==> config.mk <==
export PLATFORM = sky130hd
export DESIGN_NAME = dskm_masker
export DESIGN_NICKNAME = d
export VERILOG_FILES = /design/src/pkg/dskm_pkg.sv /design/src/rtl/dskm_masker.sv
export SDC_FILE = /design/constraint.sdc
export NUM_CORES = 1
export LEC_CHECK = 0
export BUFFER_PORTS_ARGS = -buffer_cell sky130_fd_sc_hd__buf_4
export CAP_MARGIN = 10
export CORE_MARGIN = 2
export CORE_UTILIZATION = 55
export CTS_BUF_LIST = sky130_fd_sc_hd__clkbuf_8
export DETAILED_ROUTE_END_ITERATION = 10
export GPL_TIMING_DRIVEN = 0
export PLACE_DENSITY_LB_ADDON = 0.3
export SETUP_SLACK_MARGIN = 0.4
export SYNTH_ARGS = -nofsm -noshare
export SYNTH_HDL_FRONTEND = slang
export SYNTH_SLANG_ARGS = --single-unit
==> constraint.sdc <==
create_clock -name clk -period 5.65 [get_ports clk]
set_clock_uncertainty 0.1 [all_clocks]
set_input_delay 0.565 -clock clk [delete_from_list [all_inputs] [get_ports clk]]
set_output_delay 0.565 -clock clk [all_outputs]
set_load 0.05 [all_outputs]
==> src/pkg/dskm_pkg.sv <==
// shared constants and types for the double slot key stream masking block
package dskm_pkg;

  // field geometry, in bits
  localparam logic [9:0] SEG_LEN    = 10'h348; // 840 bits per segment
  localparam logic [9:0] SEG_LAST   = 10'h347; // index 839
  localparam logic [9:0] TAIL_LEN   = 10'h028; // 40 tail bits
  localparam logic [9:0] SINGLE_LEN = 10'h300; // 768 data bits
  localparam logic [9:0] SUB_PITCH  = 10'h050; // 80 bit subfield
  localparam logic [9:0] SUB_DATA   = 10'h040; // 64 data bits
  localparam logic [9:0] B_LEN      = 10'h320; // 800 B-field bits
  localparam logic [10:0] FRAME_BITS = 11'h690; // 1680 bits per frame

  // connections and bearers
  localparam int CONN_W = 3;
  localparam int NUM_CONN = 8;
  localparam int BEAR_W = 3;
  localparam int NUM_BEAR = 8;

  // register byte offsets
  localparam logic [7:0] OFS_CTRL   = 8'h00;
  localparam logic [7:0] OFS_CONN   = 8'h04;
  localparam logic [7:0] OFS_GROUP  = 8'h08;
  localparam logic [7:0] OFS_STATUS = 8'h0c;
  localparam logic [7:0] OFS_COUNT  = 8'h10;

  // register fields and reset values
  localparam int CTRL_EN_BIT    = 0;
  localparam int GROUP_MODE_BIT = 8;
  localparam int STAT_BUSY_BIT  = 0;
  localparam int STAT_SEG_BIT   = 1;
  localparam int STAT_IDX_LSB   = 4;
  localparam int STAT_BUF_LSB   = 16;
  localparam logic        CTRL_RST = 1'b0;
  localparam logic [7:0]  CONN_RST = 8'h00;

  // ahb transfer type bit that marks an active transfer
  localparam int HTRANS_ACT_BIT = 1;
  localparam logic [1:0] BUF_DEPTH = 2'h2;

  // B-field format carried with each D-field
  typedef enum logic [2:0] {
    FMT_UNPROT = 3'h0,
    FMT_SINGLE = 3'h1,
    FMT_MULTI  = 3'h2,
    FMT_ETYPE  = 3'h3,
    FMT_ENCODED = 3'h4
  } dskm_fmt_e;

  typedef enum logic [1:0] {
    ST_IDLE = 2'b01,
    ST_RUN  = 2'b10
  } dskm_state_e;

  // one field bit from the assembly path, descriptor valid on first
  typedef struct packed {
    logic              data;
    logic              first;
    dskm_fmt_e         fmt;
    logic              tail_ct;
    logic              cplane;
    logic              lc_ciph;
    logic [9:0]        enc_len;
    logic [CONN_W-1:0] conn;
    logic [BEAR_W-1:0] bearer;
    logic [3:0]        frame;
    logic [23:0]       mframe;
  } dskm_field_s;

  // one masked bit toward the assembly path
  typedef struct packed {
    logic data;
    logic first;
    logic last;
    logic seg;
    logic masked;
  } dskm_out_s;

  // start request toward the key stream generator
  typedef struct packed {
    logic [BEAR_W-1:0] bearer;
    logic [3:0]        frame;
    logic [23:0]       mframe;
  } dskm_iv_s;

endpackage

==> src/rtl/dskm_masker.sv <==
// double slot key stream masking unit with ahb-lite registers
// Overview of operation
// - each D-field pair gets two key segments of 840 bits, indices 0..839.
// - control-tail type: segment bits 0..39 mask A-field bits 8..47.
// - other tail types: segment bits 0..39 consumed, tail passes unchanged.
// - unprotected B-field: segment bits 40..839 mask B bits 0..799.
// - single subfield: bits 40..807 mask B 0..767; 808..839 unused.
// - multi subfield: bits 40..103 mask B0 data; 104..119 unused.
// - subfield k data at B 80k masked from segment bit 40+80k, 16 unused.
// - multi subfield: segment bits 824..839 generated but never applied.
// - E-type and E+U multiplexer use the multi subfield mapping.
// - encoded format: first 800*r payload bits masked before coding.
// - encoded format: segment bits past the payload up to 839 dropped.
// - one frame consumes two segments, 1680 concatenated key bits.
// - each bearer enciphered alone; start value from frame and multiframe.
// - double simplex: first D-field uses segment one, second segment two.
// - per-connection enable; one setting applies to all its bearers.
// - connections of one call or data link set to one mode together.
// - control data in clear unless its link control is enciphered.
// - no key bits for header, check bits or X; check positions unused.
`timescale 1ns/1ns
module dskm_masker (
  // clock and reset
  input  wire logic                 clk,
  input  wire logic                 reset,
  // ahb-lite slave
  input  wire logic                 hsel,
  input  wire logic [31:0]          haddr,
  input  wire logic [1:0]           htrans,
  input  wire logic                 hwrite,
  input  wire logic [2:0]           hsize,
  input  wire logic [31:0]          hwdata,
  input  wire logic                 hready,
  output logic                      hreadyout,
  output logic                      hresp,
  output logic [31:0]               hrdata,
  // field bits from the assembly path
  input  wire logic                 in_valid,
  input  wire dskm_pkg::dskm_field_s in_bit,
  output logic                      in_ready,
  // key stream from the generator
  input  wire logic                 ks_valid,
  input  wire logic                 ks_bit,
  output logic                      ks_ready,
  output logic                      kg_req,
  output dskm_pkg::dskm_iv_s        kg_iv,
  // masked bits toward the assembly path
  output logic                      out_valid,
  output dskm_pkg::dskm_out_s       out_bit,
  input  wire logic                 out_ready
);

  // decides whether key bit idx is applied to the field bit
  function automatic logic key_used(input logic [9:0] idx,
                                    input dskm_pkg::dskm_fmt_e fmt,
                                    input logic tail_ct,
                                    input logic [9:0] enc_len);
    logic [9:0] b;
    logic [9:0] sub;
    b = idx - dskm_pkg::TAIL_LEN;
    sub = b % dskm_pkg::SUB_PITCH;
    key_used = 1'b0;
    if (idx < dskm_pkg::TAIL_LEN) begin
      key_used = tail_ct;
    end else begin
      unique case (fmt)
        dskm_pkg::FMT_UNPROT: key_used = 1'b1;
        dskm_pkg::FMT_SINGLE: key_used = b < dskm_pkg::SINGLE_LEN;
        dskm_pkg::FMT_MULTI,
        dskm_pkg::FMT_ETYPE: key_used = sub < dskm_pkg::SUB_DATA;
        dskm_pkg::FMT_ENCODED: key_used = b < enc_len;
        default: key_used = 1'b0;
      endcase
    end
  endfunction

  // true when the data phase now ending writes the register at ofs
  function automatic logic wr_hit(input logic       wr,
                                  input logic [7:0] addr,
                                  input logic [7:0] ofs);
    wr_hit = wr && addr == ofs;
  endfunction

  // group write: mode bit set turns masked connections on, else off
  function automatic logic [7:0] group_apply(input logic [7:0]  cur_en,
                                             input logic [31:0] wdata);
    if (wdata[dskm_pkg::GROUP_MODE_BIT]) begin
      group_apply = cur_en | wdata[7:0];
    end else begin
      group_apply = cur_en & ~wdata[7:0];
    end
  endfunction

  // register file state
  logic        ctrl_en;
  logic [7:0]  conn_en;
  logic [31:0] field_count;

  // register values as a read in this address phase must see them
  logic        rd_ctrl;
  logic [7:0]  rd_conn;
  logic [31:0] status_word;

  // bus data phase state
  logic        dp_write;
  logic [7:0]  dp_addr;

  // masking state
  dskm_pkg::dskm_state_e state;
  dskm_pkg::dskm_state_e next_state;
  logic [9:0]             idx_q;
  dskm_pkg::dskm_field_s  desc_q;
  logic [dskm_pkg::NUM_BEAR-1:0] seg_of;
  logic                   kg_sent;
  logic [10:0]            frame_bits;

  // two-entry output buffer
  dskm_pkg::dskm_out_s buf_mem [2];
  logic                buf_wp;
  logic                buf_rp;
  logic [1:0]          buf_cnt;

  // combinational terms
  logic                  room;
  logic                  xfer;
  logic [9:0]            cur_idx;
  dskm_pkg::dskm_field_s cur;
  logic                  conn_on;
  logic                  apply;
  logic                  last_bit;
  logic                  cur_seg;
  logic                  pop;
  logic                  addr_ok;

  // bus answers at once, always okay
  assign hreadyout = 1'b1;
  assign hresp     = 1'b0;
  assign addr_ok   = hsel & htrans[dskm_pkg::HTRANS_ACT_BIT] & hready;

  // handshakes: a bit moves only with a key bit and buffer room
  assign room     = buf_cnt < dskm_pkg::BUF_DEPTH;
  assign in_ready = ks_valid & room;
  assign ks_ready = in_valid & room;
  assign xfer     = in_valid & ks_valid & room;

  // descriptor and index of the bit now offered
  always_comb begin
    cur     = in_bit.first ? in_bit : desc_q;
    cur.data = in_bit.data;
    cur_idx = in_bit.first ? 10'h000 : idx_q;
  end

  // enable check: global, per connection, and control plane routing
  assign conn_on = ctrl_en & conn_en[cur.conn];
  assign apply   = conn_on & ~(cur.cplane & ~cur.lc_ciph)
                 & key_used(cur_idx, cur.fmt, cur.tail_ct, cur.enc_len);
  assign last_bit = cur_idx == dskm_pkg::SEG_LAST;
  assign cur_seg  = seg_of[cur.bearer];
  assign pop      = out_valid & out_ready;

  // address phase capture
  always_ff @(posedge clk) begin
    if (reset) begin
      dp_write <= 1'b0;
      dp_addr  <= 8'h00;
    end else begin
      dp_write <= addr_ok & hwrite;
      dp_addr  <= addr_ok ? haddr[7:0] : dp_addr;
    end
  end

  // a read right behind a write sees the value being written, since
  // the write lands on the same edge that captures the read data
  always_comb begin
    rd_ctrl = ctrl_en;
    rd_conn = conn_en;
    if (wr_hit(dp_write, dp_addr, dskm_pkg::OFS_CTRL)) begin
      rd_ctrl = hwdata[dskm_pkg::CTRL_EN_BIT];
    end
    if (wr_hit(dp_write, dp_addr, dskm_pkg::OFS_CONN)) begin
      rd_conn = hwdata[7:0];
    end else if (wr_hit(dp_write, dp_addr, dskm_pkg::OFS_GROUP)) begin
      rd_conn = group_apply(conn_en, hwdata);
    end
  end

  // status word assembled from its field positions
  always_comb begin
    status_word = 32'h00000000;
    status_word[dskm_pkg::STAT_BUSY_BIT] = state == dskm_pkg::ST_RUN;
    status_word[dskm_pkg::STAT_SEG_BIT] = cur_seg;
    status_word[dskm_pkg::STAT_IDX_LSB +: 10] = idx_q;
    status_word[dskm_pkg::STAT_BUF_LSB +: 2] = buf_cnt;
  end

  // read data registered from the address phase
  always_ff @(posedge clk) begin
    if (reset) begin
      hrdata <= 32'h00000000;
    end else if (addr_ok & ~hwrite) begin
      unique case (haddr[7:0])
        dskm_pkg::OFS_CTRL:   hrdata <= {31'h00000000, rd_ctrl};
        dskm_pkg::OFS_CONN:   hrdata <= {24'h000000, rd_conn};
        dskm_pkg::OFS_STATUS: hrdata <= status_word;
        dskm_pkg::OFS_COUNT:  hrdata <= field_count;
        default:              hrdata <= 32'h00000000;
      endcase
    end
  end

  // global enable register
  always_ff @(posedge clk) begin
    if (reset) begin
      ctrl_en <= dskm_pkg::CTRL_RST;
    end else if (wr_hit(dp_write, dp_addr, dskm_pkg::OFS_CTRL)) begin
      ctrl_en <= hwdata[dskm_pkg::CTRL_EN_BIT];
    end
  end

  // connection enables; group write sets a call's connections together
  always_ff @(posedge clk) begin
    if (reset) begin
      conn_en <= dskm_pkg::CONN_RST;
    end else if (wr_hit(dp_write, dp_addr, dskm_pkg::OFS_CONN)) begin
      conn_en <= hwdata[7:0];
    end else if (wr_hit(dp_write, dp_addr, dskm_pkg::OFS_GROUP)) begin
      conn_en <= group_apply(conn_en, hwdata);
    end
  end

  // field state machine
  always_comb begin
    next_state = state;
    unique case (state)
      dskm_pkg::ST_IDLE: if (xfer && in_bit.first) next_state = dskm_pkg::ST_RUN;
      dskm_pkg::ST_RUN:  if (xfer && last_bit) next_state = dskm_pkg::ST_IDLE;
      default:           next_state = dskm_pkg::ST_IDLE;
    endcase
    if (xfer && in_bit.first && last_bit) begin
      next_state = dskm_pkg::ST_IDLE;
    end
  end

  // state register
  always_ff @(posedge clk) begin
    if (reset) begin
      state <= dskm_pkg::ST_IDLE;
    end else begin
      state <= next_state;
    end
  end

  // segment index and descriptor, one step per field bit
  always_ff @(posedge clk) begin
    if (reset) begin
      idx_q  <= 10'h000;
      desc_q <= '0;
    end else if (xfer) begin
      idx_q  <= last_bit ? 10'h000 : cur_idx + 10'h001;
      desc_q <= cur;
    end
  end

  // per-bearer segment select, flips after each D-field
  always_ff @(posedge clk) begin
    if (reset) begin
      seg_of <= '0;
    end else if (xfer && last_bit) begin
      seg_of[cur.bearer] <= ~cur_seg;
    end
  end

  // key bits used this frame, header and X never counted
  always_ff @(posedge clk) begin
    if (reset) begin
      frame_bits <= 11'h000;
    end else if (xfer) begin
      frame_bits <= (frame_bits == dskm_pkg::FRAME_BITS - 11'h001) ?
                    11'h000 : frame_bits + 11'h001;
    end
  end

  // field counter for software
  always_ff @(posedge clk) begin
    if (reset) begin
      field_count <= 32'h00000000;
    end else if (xfer && last_bit) begin
      field_count <= field_count + 32'h00000001;
    end
  end

  // generator start request before the first D-field of a bearer's pair
  always_ff @(posedge clk) begin
    if (reset) begin
      kg_req  <= 1'b0;
      kg_sent <= 1'b0;
      kg_iv   <= '0;
    end else begin
      kg_req <= 1'b0;
      if (in_valid && in_bit.first && !seg_of[in_bit.bearer] && !kg_sent) begin
        kg_req  <= 1'b1;
        kg_sent <= 1'b1;
        kg_iv   <= '{bearer: in_bit.bearer, frame: in_bit.frame,
                     mframe: in_bit.mframe};
      end
      if (xfer && in_bit.first) begin
        kg_sent <= 1'b0;
      end
    end
  end

  // buffer write: masked bit, or plain bit when the key is not applied
  always_ff @(posedge clk) begin
    if (reset) begin
      buf_mem[0] <= '0;
      buf_mem[1] <= '0;
      buf_wp     <= 1'b0;
    end else if (xfer) begin
      buf_mem[buf_wp] <= '{data: in_bit.data ^ (ks_bit & apply),
                           first: in_bit.first, last: last_bit,
                           seg: cur_seg, masked: apply};
      buf_wp <= ~buf_wp;
    end
  end

  // buffer read pointer and fill level
  always_ff @(posedge clk) begin
    if (reset) begin
      buf_rp  <= 1'b0;
      buf_cnt <= 2'h0;
    end else begin
      if (pop) begin
        buf_rp <= ~buf_rp;
      end
      buf_cnt <= buf_cnt + {1'b0, xfer} - {1'b0, pop};
    end
  end

  // buffer outputs
  assign out_valid = buf_cnt != 2'h0;
  assign out_bit   = buf_mem[buf_rp];

endmodule

# Word-level counts from Yosys, hierarchy flattened
# Memories as Yosys holds them, arrays and structs flattened. A register that Yosys moved wholly into a read port is not among the register bits.
# Cells that the tools add are included.
classes:
  addsub: 5
  div: 1
  magnitude_cmp: 9
  n_eq_ne: 14
  mux: 33
  n_bitwise: 24
  n_reduce_logical: 22
op_table:
  columns: ["operator", "count"]
  rows:
  - ["32-bit one-hot mux with 4 select lines", 1]
  - ["50-bit 2-to-1 mux", 1]
  - ["32-bit by 1-bit adder with 32-bit output (second input constant)", 1]
  - ["8-bit 2-to-1 mux", 3]
  - ["10-bit 2-to-1 mux", 2]
  - ["8-bit by 3-bit equality test with 1-bit output (second input constant)", 2]
  - ["8-bit by 4-bit equality test with 1-bit output (second input constant)", 2]
  - ["8-bit logical NOT", 2]
  - ["1-bit 2-to-1 mux", 16]
  - ["1-bit AND", 14]
  - ["3-bit by 4-bit less-than comparator with 1-bit output (second input constant)", 3]
  - ["10-bit by 1-bit adder with 10-bit output (second input constant)", 1]
  - ["10-bit equality test (second input constant)", 1]
  - ["1-bit logical AND", 10]
  - ["10-bit less-than comparator", 1]
  - ["10-bit less-than comparator (second input constant)", 1]
  - ["10-bit by 6-bit less-than comparator with 1-bit output (second input constant)", 1]
  - ["10-bit by 7-bit less-than comparator with 1-bit output (second input constant)", 1]
  - ["10-bit by 7-bit remainder unit with 10-bit output (second input constant)", 1]
  - ["10-bit by 6-bit subtractor with 10-bit output (second input constant)", 1]
  - ["1-bit binary-select mux with 3-bit select", 3]
  - ["8-bit AND", 1]
  - ["8-bit bitwise mux", 1]
  - ["8-bit by 5-bit equality test with 1-bit output (second input constant)", 1]
  - ["other kinds (26)", 37]
totals:
  regBits: 189
  ram_bits: 10
  output_inout_bits: 74
  word_cells: 135
  mem_count: 1
mem_list:
  columns: ["memory", "words", "width", "rd", "rd_clocked_by_memory_dff", "write_ports", "line_no", "rtl"]
  rows:
  - ["buf_mem", 2, 5, 1, 1, 2, "dskm_masker.sv:118", "dskm_pkg::dskm_out_s buf_mem [2];"]

# Depth between registers and ports, before layout
# Gate-level depths: netlist of the first run.
depth:
  word_depth: 10
  ltp_mapped: 19

# Worst setup path before layout of the first run
# Ideal clock, no wire load.
synth_path:
  kind: "input -> register"
  startpoint: "input port in_bit[50] in the netlist's numbering"
  endpoint: "memory buf_mem[0][4] in the netlist's numbering, data pin"
  setup_time_ns: 0.146
  arrival_time_ns: 4.092
  path_slack_ns: 1.311
  stages: 19
  path_buffers: 4
  path_cell_list: "buf_2 -> buf_2 -> buf_1 -> buf_1 -> nor2b_1 -> inv_1 -> ha_1 -> nand2b_1 -> nand2_1 -> nor2_1 -> xnor2_1 -> nand2_1 -> ha_1 -> a211oi_1 -> nand2_1 -> o21ai_0 -> nor4_1 -> or3_1 -> a21boi_1"
synth_lines:
  columns: ["item", "line_no", "rtl"]
  rows:
  - ["from (decl)", "dskm_masker.sv:39", "input wire dskm_pkg::dskm_field_s in_bit,"]
  - ["to (decl)", "dskm_masker.sv:118", null]

==> results of run 1 <==
area by class of cell:
| type | count | area (sq um) |
|---|---|---|
| buffer | 58 | 241 |
| clock buffer | 18 | 248 |
| clock inverter | 14 | 133 |
| fill | 1208 | 4600 |
| inverter | 21 | 78.8 |
| multi-input combinational | 702 | 4340 |
| sequential | 172 | 3540 |
| tap | 184 | 230 |
| timing repair buffer | 150 | 1130 |
critical path, delay by kind of cell:
kind,cells,cell delay [ns]
buf+inv,6,1.77
simple gates,8,1.36
compound gates,3,0.65
fa+ha+maj,2,0.64
xor+xnor,1,0.13
through the flow:
| step | hold WS (ns) | cell area (sq um) | utilization | std cells | setup WS [ns] |
|---|---|---|---|---|---|
| CTS | 0.213 | 9930 | 0.684 | 1319 | 0.607 |
| finish | 0.231 | 9940 | 0.684 | 1319 | 0.747 |
| detailed placement | 0.346 | 9550 | 0.657 | 1287 | 0.115 |
| global route | 0.220 | 9940 | 0.684 | 1319 | 0.543 |
| floorplan | 0.331 | 8200 | - | 953 | 1.31 |
| global placement | 0.339 | 9550 | 0.657 | 1287 | 0.203 |
synth_stat cells (all sizes together), types with 11 or more instances:
| library cell | instances | area share |
|---|---|---|
| clkbuf | 44 | 0.020 |
| nor2b | 17 | 0.013 |
| nor2 | 163 | 0.075 |
| ha | 17 | 0.026 |
| nor3 | 19 | 0.012 |
| a22oi | 40 | 0.037 |
| or3 | 11 | 0.0084 |
| o21ai | 35 | 0.022 |
| a211oi | 19 | 0.018 |
| xor2 | 20 | 0.021 |
| xnor2 | 13 | 0.014 |
| dfxtp | 162 | 0.40 |
| a21oi | 57 | 0.035 |
| nand3 | 17 | 0.010 |
| inv | 21 | 0.0096 |
| mux2i | 68 | 0.083 |
| buf | 14 | 0.0092 |
| nand2 | 93 | 0.043 |
flip-flops by register name, indices dropped and copies added, names as in the netlist, 2 cells and up, named ones only:
signal,flops
buf_cnt,2
buf_mem,10
conn_en,8
desc_q,22
dp_addr,8
field_count,32
hrdata,32
idx_q,10
kg_iv,31
seg_of,8
state,2
metal layers:
layer  wire length (um)  share of wire  vias to the layer above  track usage
met5                  0              0                        -            0
met4                440          0.020                        0       0.0802
met3               1250          0.057                       37       0.0527
met2              10500           0.48                      245        0.454
met1               9660           0.44                     3532        0.362
li1                   -              -                     3670            -
worst min path at each step:
stage	from	to	slack (ns)	cells past startpoint
after floorplan	desc_q[44]	desc_q[44]	0.33	2
after global placement	desc_q[44]	desc_q[44]	0.34	2
after detailed placement	desc_q[44]	desc_q[44]	0.35	2
after CTS	in_bit[3]	kg_iv[3]	0.21	3
after global routing	in_bit[18]	kg_iv[18]	0.22	3
final	in_bit[5]	kg_iv[5]	0.23	3
power groups by stage:
stage | Combinational (W) | Sequential, W | Clock, W
floorplan | 0.000272 | 0.00137 | 0
CTS | 0.000473 | 0.00131 | 0.000859
global route | 0.000507 | 0.00132 | 0.000908
global placement | 0.000465 | 0.00134 | 0
finish | 0.000473 | 0.00131 | 0.000851
detailed placement | 0.000470 | 0.00134 | 0
what timing repair did:
item / 4_1_cts / 5_1_grt
endpoints found under the setup margin: 0 / 2
resized for setup: 0 / 1
setup buffers: 0 / 0
endpoints found under the hold margin: 0 / 0
kinds of logic after synthesis:
family,Yosys count,synth area share
multiplexers,77,0.0995
AND/OR/NAND/NOR,383,0.217
XOR/XNOR,33,0.0353
adder cells (fa/ha/maj),17,0.0259
other,2,0.000916
flip-flops,172,0.432
AO/OA/AOI/OAI,190,0.151
buffers and inverters,79,0.0389
==> results summary, run 1 <==
The iteration count of the initial detailed-routing pass came out at 6. The worst setup path is captured at a flip-flop. The clock latency of the later-clocked register in the worst-skew pair is about 0.46 ns. The tree is rooted in a sky130_fd_sc_hd__clkbuf_8. The switching fraction of total power is 0.310. Detailed placement finished with a half-perimeter wire length of approximately 16 mm. The TritonCTS sink count came out at 172. The worst setup slack for register-to-register paths came out at 1.73 ns. In this design, the stage delay of the slowest critical-path cell is 0.53 ns. The worst setup path is launched from a primary input. In the synthesized netlist, the number of instances is between 900 and 1,000. For this design, the slowest cell found on the critical path is sky130_fd_sc_hd__buf_1. The sequential fraction of the synthesis area came out at 0.432.

The total wire length after detailed routing came out at 21.8 mm. The height of the die is between 100 and 150 um. Routability-driven placement finished with a final weighted congestion of between 0.9 and 1. The antenna diode count came out at 0. The number of global-route vias before repair is roughly 7,000.

Dividing the final minimum period by the clock period gives 0.868. The total standard cell area after synthesis is around 8200 sq um. In this run the worst setup path terminates at buf_mem[1][4].

The most numerous cell type found on the critical path is sky130_fd_sc_hd__nand2_1. The worst register-to-register path ends at buf_mem[1][4]. The critical path starts at in_bit[50]. The signal on the critical path passes through buf_4 -> buf_2 -> buf_2 -> clkbuf_2 -> buf_1 -> nor2b_1 -> inv_1 -> ha_1 -> nand2b_1 -> nand2_1 -> nor2_1 -> xnor2_1 -> nand2_1 -> ha_1 -> a211oi_1 -> nand2_1 -> o21ai_0 -> nor4_1 -> or3_1 -> a21boi_1. The proportion of power drawn by flip-flops and latches is 0.497. The total clock buffers created by CTS came out at 17. The total of warnings raised by yosys is 0. The total congestion overflow is 0. Of the total power, the clock network draws 0.323.

The launch point of the worst reg-to-reg path is idx_q[3]. Of the total power, combinational logic draws 0.180. For this configuration, the core starts out at a cell density of 0.564. Yosys mapped a number of flops with a built-in enable equal to 10. The worst vdd rail ir drop came out at approximately 0.2 mV.

The post-synthesis to final-layout area growth came out at 21.2%. The detail-routed net length per standard cell is 16.6 um. The largest net degree at the start of global routing came out at 17.

Along the worst path, the maximum fanout reaches 10. The area of the core is 14,500 sq um. The share of flip-flops with an asynchronous set or reset after synthesis came out at 0. TritonCTS built the clock tree. The number of primary I/O pins came out at 204. The power per standard cell area came out at around 270 nW/um^2. The internal power component is roughly 0.0018 W. Synthesis inferred roughly 170 register bits. The via total after detailed routing came out at between 7,000 and 8,000. The reported max-cap violation count came out at 0. The net count of the mapped netlist came out at around 1,100.

The final-report max-slew violation count is 0. The final-stage net count is roughly 1,300. The detail route stage leaves a number of antenna-violating nets equal to 0.

The average via count per standard cell came out at 5.67. At the worst endpoint, the arrival time is between 5 and 6 ns. For the worst flop-to-flop path, the logic depth is 16. The number of rows created at floorplan is 44.

The violation count after the first detailed-routing iteration came out at ~640. The actual transition at the worst max-transition pin came out at approximately 0.76 ns. The ratio of cells with drive above 1 in the final layout is 0.187. The number of hold violations in the final report was 0. The run finished with clean final reports. The most used flip-flop cell after synthesis is sky130_fd_sc_hd__dfxtp_1. The switching component of the power is just over 0.0008 W. The category of the most critical setup path is primary input to flip-flop. Leaving out fill and tap cells, the most frequent cells in the layout are sky130_fd_sc_hd__nor2_1, sky130_fd_sc_hd__dfxtp_1, sky130_fd_sc_hd__buf_4.

Setup repair after global routing left no endpoint under its margin. The normalized max-slew margin came out at 0.497. The clock-pin slew reported for the worst setup and hold paths after clock tree synthesis is around 0.09 ns. The reported leakage power came out at between 4 and 5 nW. The wire length of the first global-routing pass came out at about 35 mm.

The initial antenna violation count is 0. The final critical delay including setup and external delays came out at a little under 5 ns. The count of different cell masters after synthesis came out at 67. For the final routed database, the setup TNS stands at 0 ns. The power consumption came out at about 0.0026 W.

The maximum buffer depth of the clock tree came out at 2. The chip width is around 130 um. The count of endpoints failing setup in the final report is 0. The required arrival time at the worst endpoint is between 5 and 6 ns. After clock tree synthesis, the flow added hold-fix buffers numbering 0. The post-route DRC violation count came out at 0. The die covers 15,900 sq um. Port buffering added 150 buffers. The average size of a mapped cell came out at between 8 and 9 sq um. For this run, the top clock speed supported by timing is around 0.2 GHz. The min-delay analysis places its worst path in the category primary input to flip-flop. The H-tree level count came out at 4. In the global route stage, overall resource usage came out at 0.273.
Note: power is estimated with default switching activity, not from simulation.
==> run 2: changes to the inputs <==
==> constraint.sdc (replaced) <==
create_clock -name clk -period 5.65 [get_ports clk]
set_clock_uncertainty 0.1 [all_clocks]
set_input_delay 0.2825 -clock clk [delete_from_list [all_inputs] [get_ports clk]]
set_output_delay 0.2825 -clock clk [all_outputs]
set_load 0.05 [all_outputs]
==> run 2 against run 1 <==
  * Via count increased by 3.1%
  * Utilization up 3.2 points
  * Sequential power barely moved
  * Critical endpoint unchanged
  * Clock power hardly changed
==> results summary, run 2 (same netlist as run 1, synthesis figures left out) <==
Once placement completed, the tool counted placed cells totaling approximately 1,300. The final-stage net count came out at 1,315. For this block, wires on met1 add up to between 9 and 10 mm. The HPWL after detailed placement is between 15 and 20 mm. The final core utilization is 0.715. For the worst setup path, the data required time is a little under 6 ns. The number of global-route vias before repair came out at about 7,400.

Across every metal layer, demand over resource in global routing totals 0.286. The design draws 0.00267 W. The number of hold violations in the final report came to 0. The flow ran to the end, and the final reports show no timing, DRC or antenna violations. The wire length of the first global-routing pass is between 30 and 40 mm.

Leaving out fill and tap cells, the most frequent cells in the layout are sky130_fd_sc_hd__nor2_1, sky130_fd_sc_hd__dfxtp_1, sky130_fd_sc_hd__buf_4. The combinational cell fraction of total power is 0.189. In this run the tool buffered the top-level ports with 150 buffer cells.

Clock tree synthesis selected as its root buffer the cell sky130_fd_sc_hd__clkbuf_8. The reported leakage power is roughly 4.3 nW. The total wire length after detailed routing is between 20 and 25 mm. CTS built an H-tree with a depth of 4. The power per standard cell area came out at 257 nW/um^2.

The clock-pin slew reported for the worst setup and hold paths after clock tree synthesis is ~0.090 ns. The final-report max-slew violation count is 0. From left edge to right edge, the die measures between 100 and 150 um. The largest driver fanout on the critical path came out at 10. The total congestion overflow is 0. The reported max-cap violation count is 0. The count of cells resized by post-cts repair came out at 0. The detailed-routed wire length on met3 came out at ~1.4 mm. The violation count after the first detailed-routing iteration came out at ~530. The clock share of power came out at 0.319. The detailed router used layers up to and including met4. Of the cells placed in the final design, the portion with a size suffix greater than 1 is 0.179. The clock latency of the later-clocked register in the worst-skew pair is about 0.46 ns. The height of the die came out at around 130 um. The initial core utilization came out at 0.564. Entering global routing, the biggest net connects 17 pins. Of the available clock period, the critical path in the final layout requires 0.851.

The actual transition at the worst max-transition pin is between 0.7 and 0.8 ns. The final standard cell count with taps included and fillers excluded came out at 1,365. The post-route DRC violation count came out at 0.

The final-layout fill cell count is 1,127. Of the total power, the share spent switching nets is 0.310. The number of nets still failing antenna checks after routing came out at 0. The normalized max-slew margin is 0.486. The post-synthesis to final-layout area growth came out at 26.8%.

The internal portion of the total power is approximately 0.0018 W. The multi-input logic area came out at roughly 4300 sq um. For this design, the CTS-stage hold fixing added between 40 and 50 buffers.

Detailed routing inserted a total of ~7,700 vias. The initial antenna violation count came out at 0. The worst hold-check path type is primary input to flip-flop.

After detailed routing, the number of vias per cell comes to 5.65. The die covers ~16,000 sq um. The category of the most critical setup path is primary input to flip-flop. The antenna diode count is 0. The count of endpoints failing setup in the final report came out at 0. Counting the buffers created by CTS gives 17. The element type at the critical path end is a flip-flop. The detail-routed net length per standard cell is ~17 um.

The maximum clock frequency is around 0.21 GHz. The number of primary I/O pins came out at between 200 and 250. Data arrives at the worst endpoint at roughly 5.0 ns. The first detailed-routing pass took 5 iterations. The area of the core is approximately 15,000 sq um. The critical path launch point type is a primary input. In the final layout, the registers with the most flip-flops are field_count: 32 flops, hrdata: 32 flops, kg_iv: 31 flops. No sink is reached through more buffers than the 2 on the longest clock path. TritonCTS built the clock tree. The number of rows created at floorplan is 44. The sequential cell area in the final layout came out at 3540 sq um.

In this run the post-CTS setup repair buffer count came out at 0. Setup repair after global routing left no endpoint under its margin. The total met2 wirelength after detailed routing came out at around 11 mm. The TritonCTS sink count came out at between 150 and 200.

The analysis attributes to net switching a power of about 0.00083 W. The final critical delay including setup and external delays came out at ~4.8 ns. The worst vdd rail ir drop came out at about 0.2 mV.

The proportion of power drawn by flip-flops and latches is 0.492. Routability-driven placement finished with a final weighted congestion of around 0.93. Setup total negative slack on the finished layout was measured at 0 ns.
-- run 2: changes by cell type in the layout (fill, tap and decap cells not counted) --
cell                            before  now
sky130_fd_sc_hd__dlygate4sd3_1       0   46
sky130_fd_sc_hd__clkbuf_2            1    0
sky130_fd_sc_hd__buf_1               3    4
-- run 2: per-stage QoR --
| step | hold WS, ns | setup slack [ns] | area, sq um |
|---|---|---|---|
| floorplan | 0.318 | 1.59 | 8200 |
| global placement | 0.339 | 0.486 | 9550 |
| detailed placement | 0.346 | 0.397 | 9550 |
| CTS | 0.00437 | 0.890 | 10400 |
| global route | 0.0210 | 0.567 | 10400 |
| finish | 0.0144 | 0.841 | 10400 |
-- run 2: worst paths after layout --
kind / endpoint / from / cells after the start / slack (ns)
worst max-delay path: buf_mem[1][4] / in_bit[50] / 20 / 0.84
worst min register to register: desc_q[33] / desc_q[33] / 2 / 0.36
worst min-delay path: conn_en[5] / hwdata[5] / 3 / 0.01
worst max register to register: buf_mem[1][4] / idx_q[3] / 16 / 1.74
-- run 2: layout make-up --
class / instances / area share
multi-input cells: 702 / 0.417
flip-flops and latches: 172 / 0.341
repair buffers: 196 / 0.153
clock buffers: 18 / 0.0238
plain buffers: 58 / 0.0231
well taps: 184 / 0.0221
clock inverters: 14 / 0.0128
inverters: 21 / 0.00758
-- run 2: power groups by stage --
stage	clock network, W	logic [W]	registers [W]
floorplan	0	0.000272	0.00137
global placement	0	0.000465	0.00134
detailed placement	0	0.000470	0.00134
CTS	0.000859	0.000499	0.00131
global route	0.000907	0.000536	0.00132
finish	0.000852	0.000503	0.00131
-- run 2: worst max-delay path: stages --
cell                       delay, ns
sky130_fd_sc_hd__buf_4          0.11
sky130_fd_sc_hd__buf_2          0.28
sky130_fd_sc_hd__buf_2          0.32
sky130_fd_sc_hd__buf_1          0.57
sky130_fd_sc_hd__buf_1          0.53
sky130_fd_sc_hd__nor2b_1        0.18
sky130_fd_sc_hd__inv_1          0.15
sky130_fd_sc_hd__ha_1           0.31
sky130_fd_sc_hd__nand2b_1       0.27
sky130_fd_sc_hd__nand2_1        0.13
sky130_fd_sc_hd__nor2_1         0.13
sky130_fd_sc_hd__xnor2_1        0.12
sky130_fd_sc_hd__nand2_1        0.07
sky130_fd_sc_hd__ha_1           0.32
sky130_fd_sc_hd__a211oi_1       0.29
sky130_fd_sc_hd__nand2_1        0.09
sky130_fd_sc_hd__o21ai_0        0.17
sky130_fd_sc_hd__nor4_1         0.11
sky130_fd_sc_hd__or3_1          0.38
sky130_fd_sc_hd__a21boi_1       0.18
-- run 2: routing by layer --
layer,GRT usage,up-vias
li1,-,3763
met1,0.370,3645
met2,0.486,270
met3,0.0535,41
met4,0.0905,0
met5,0,-
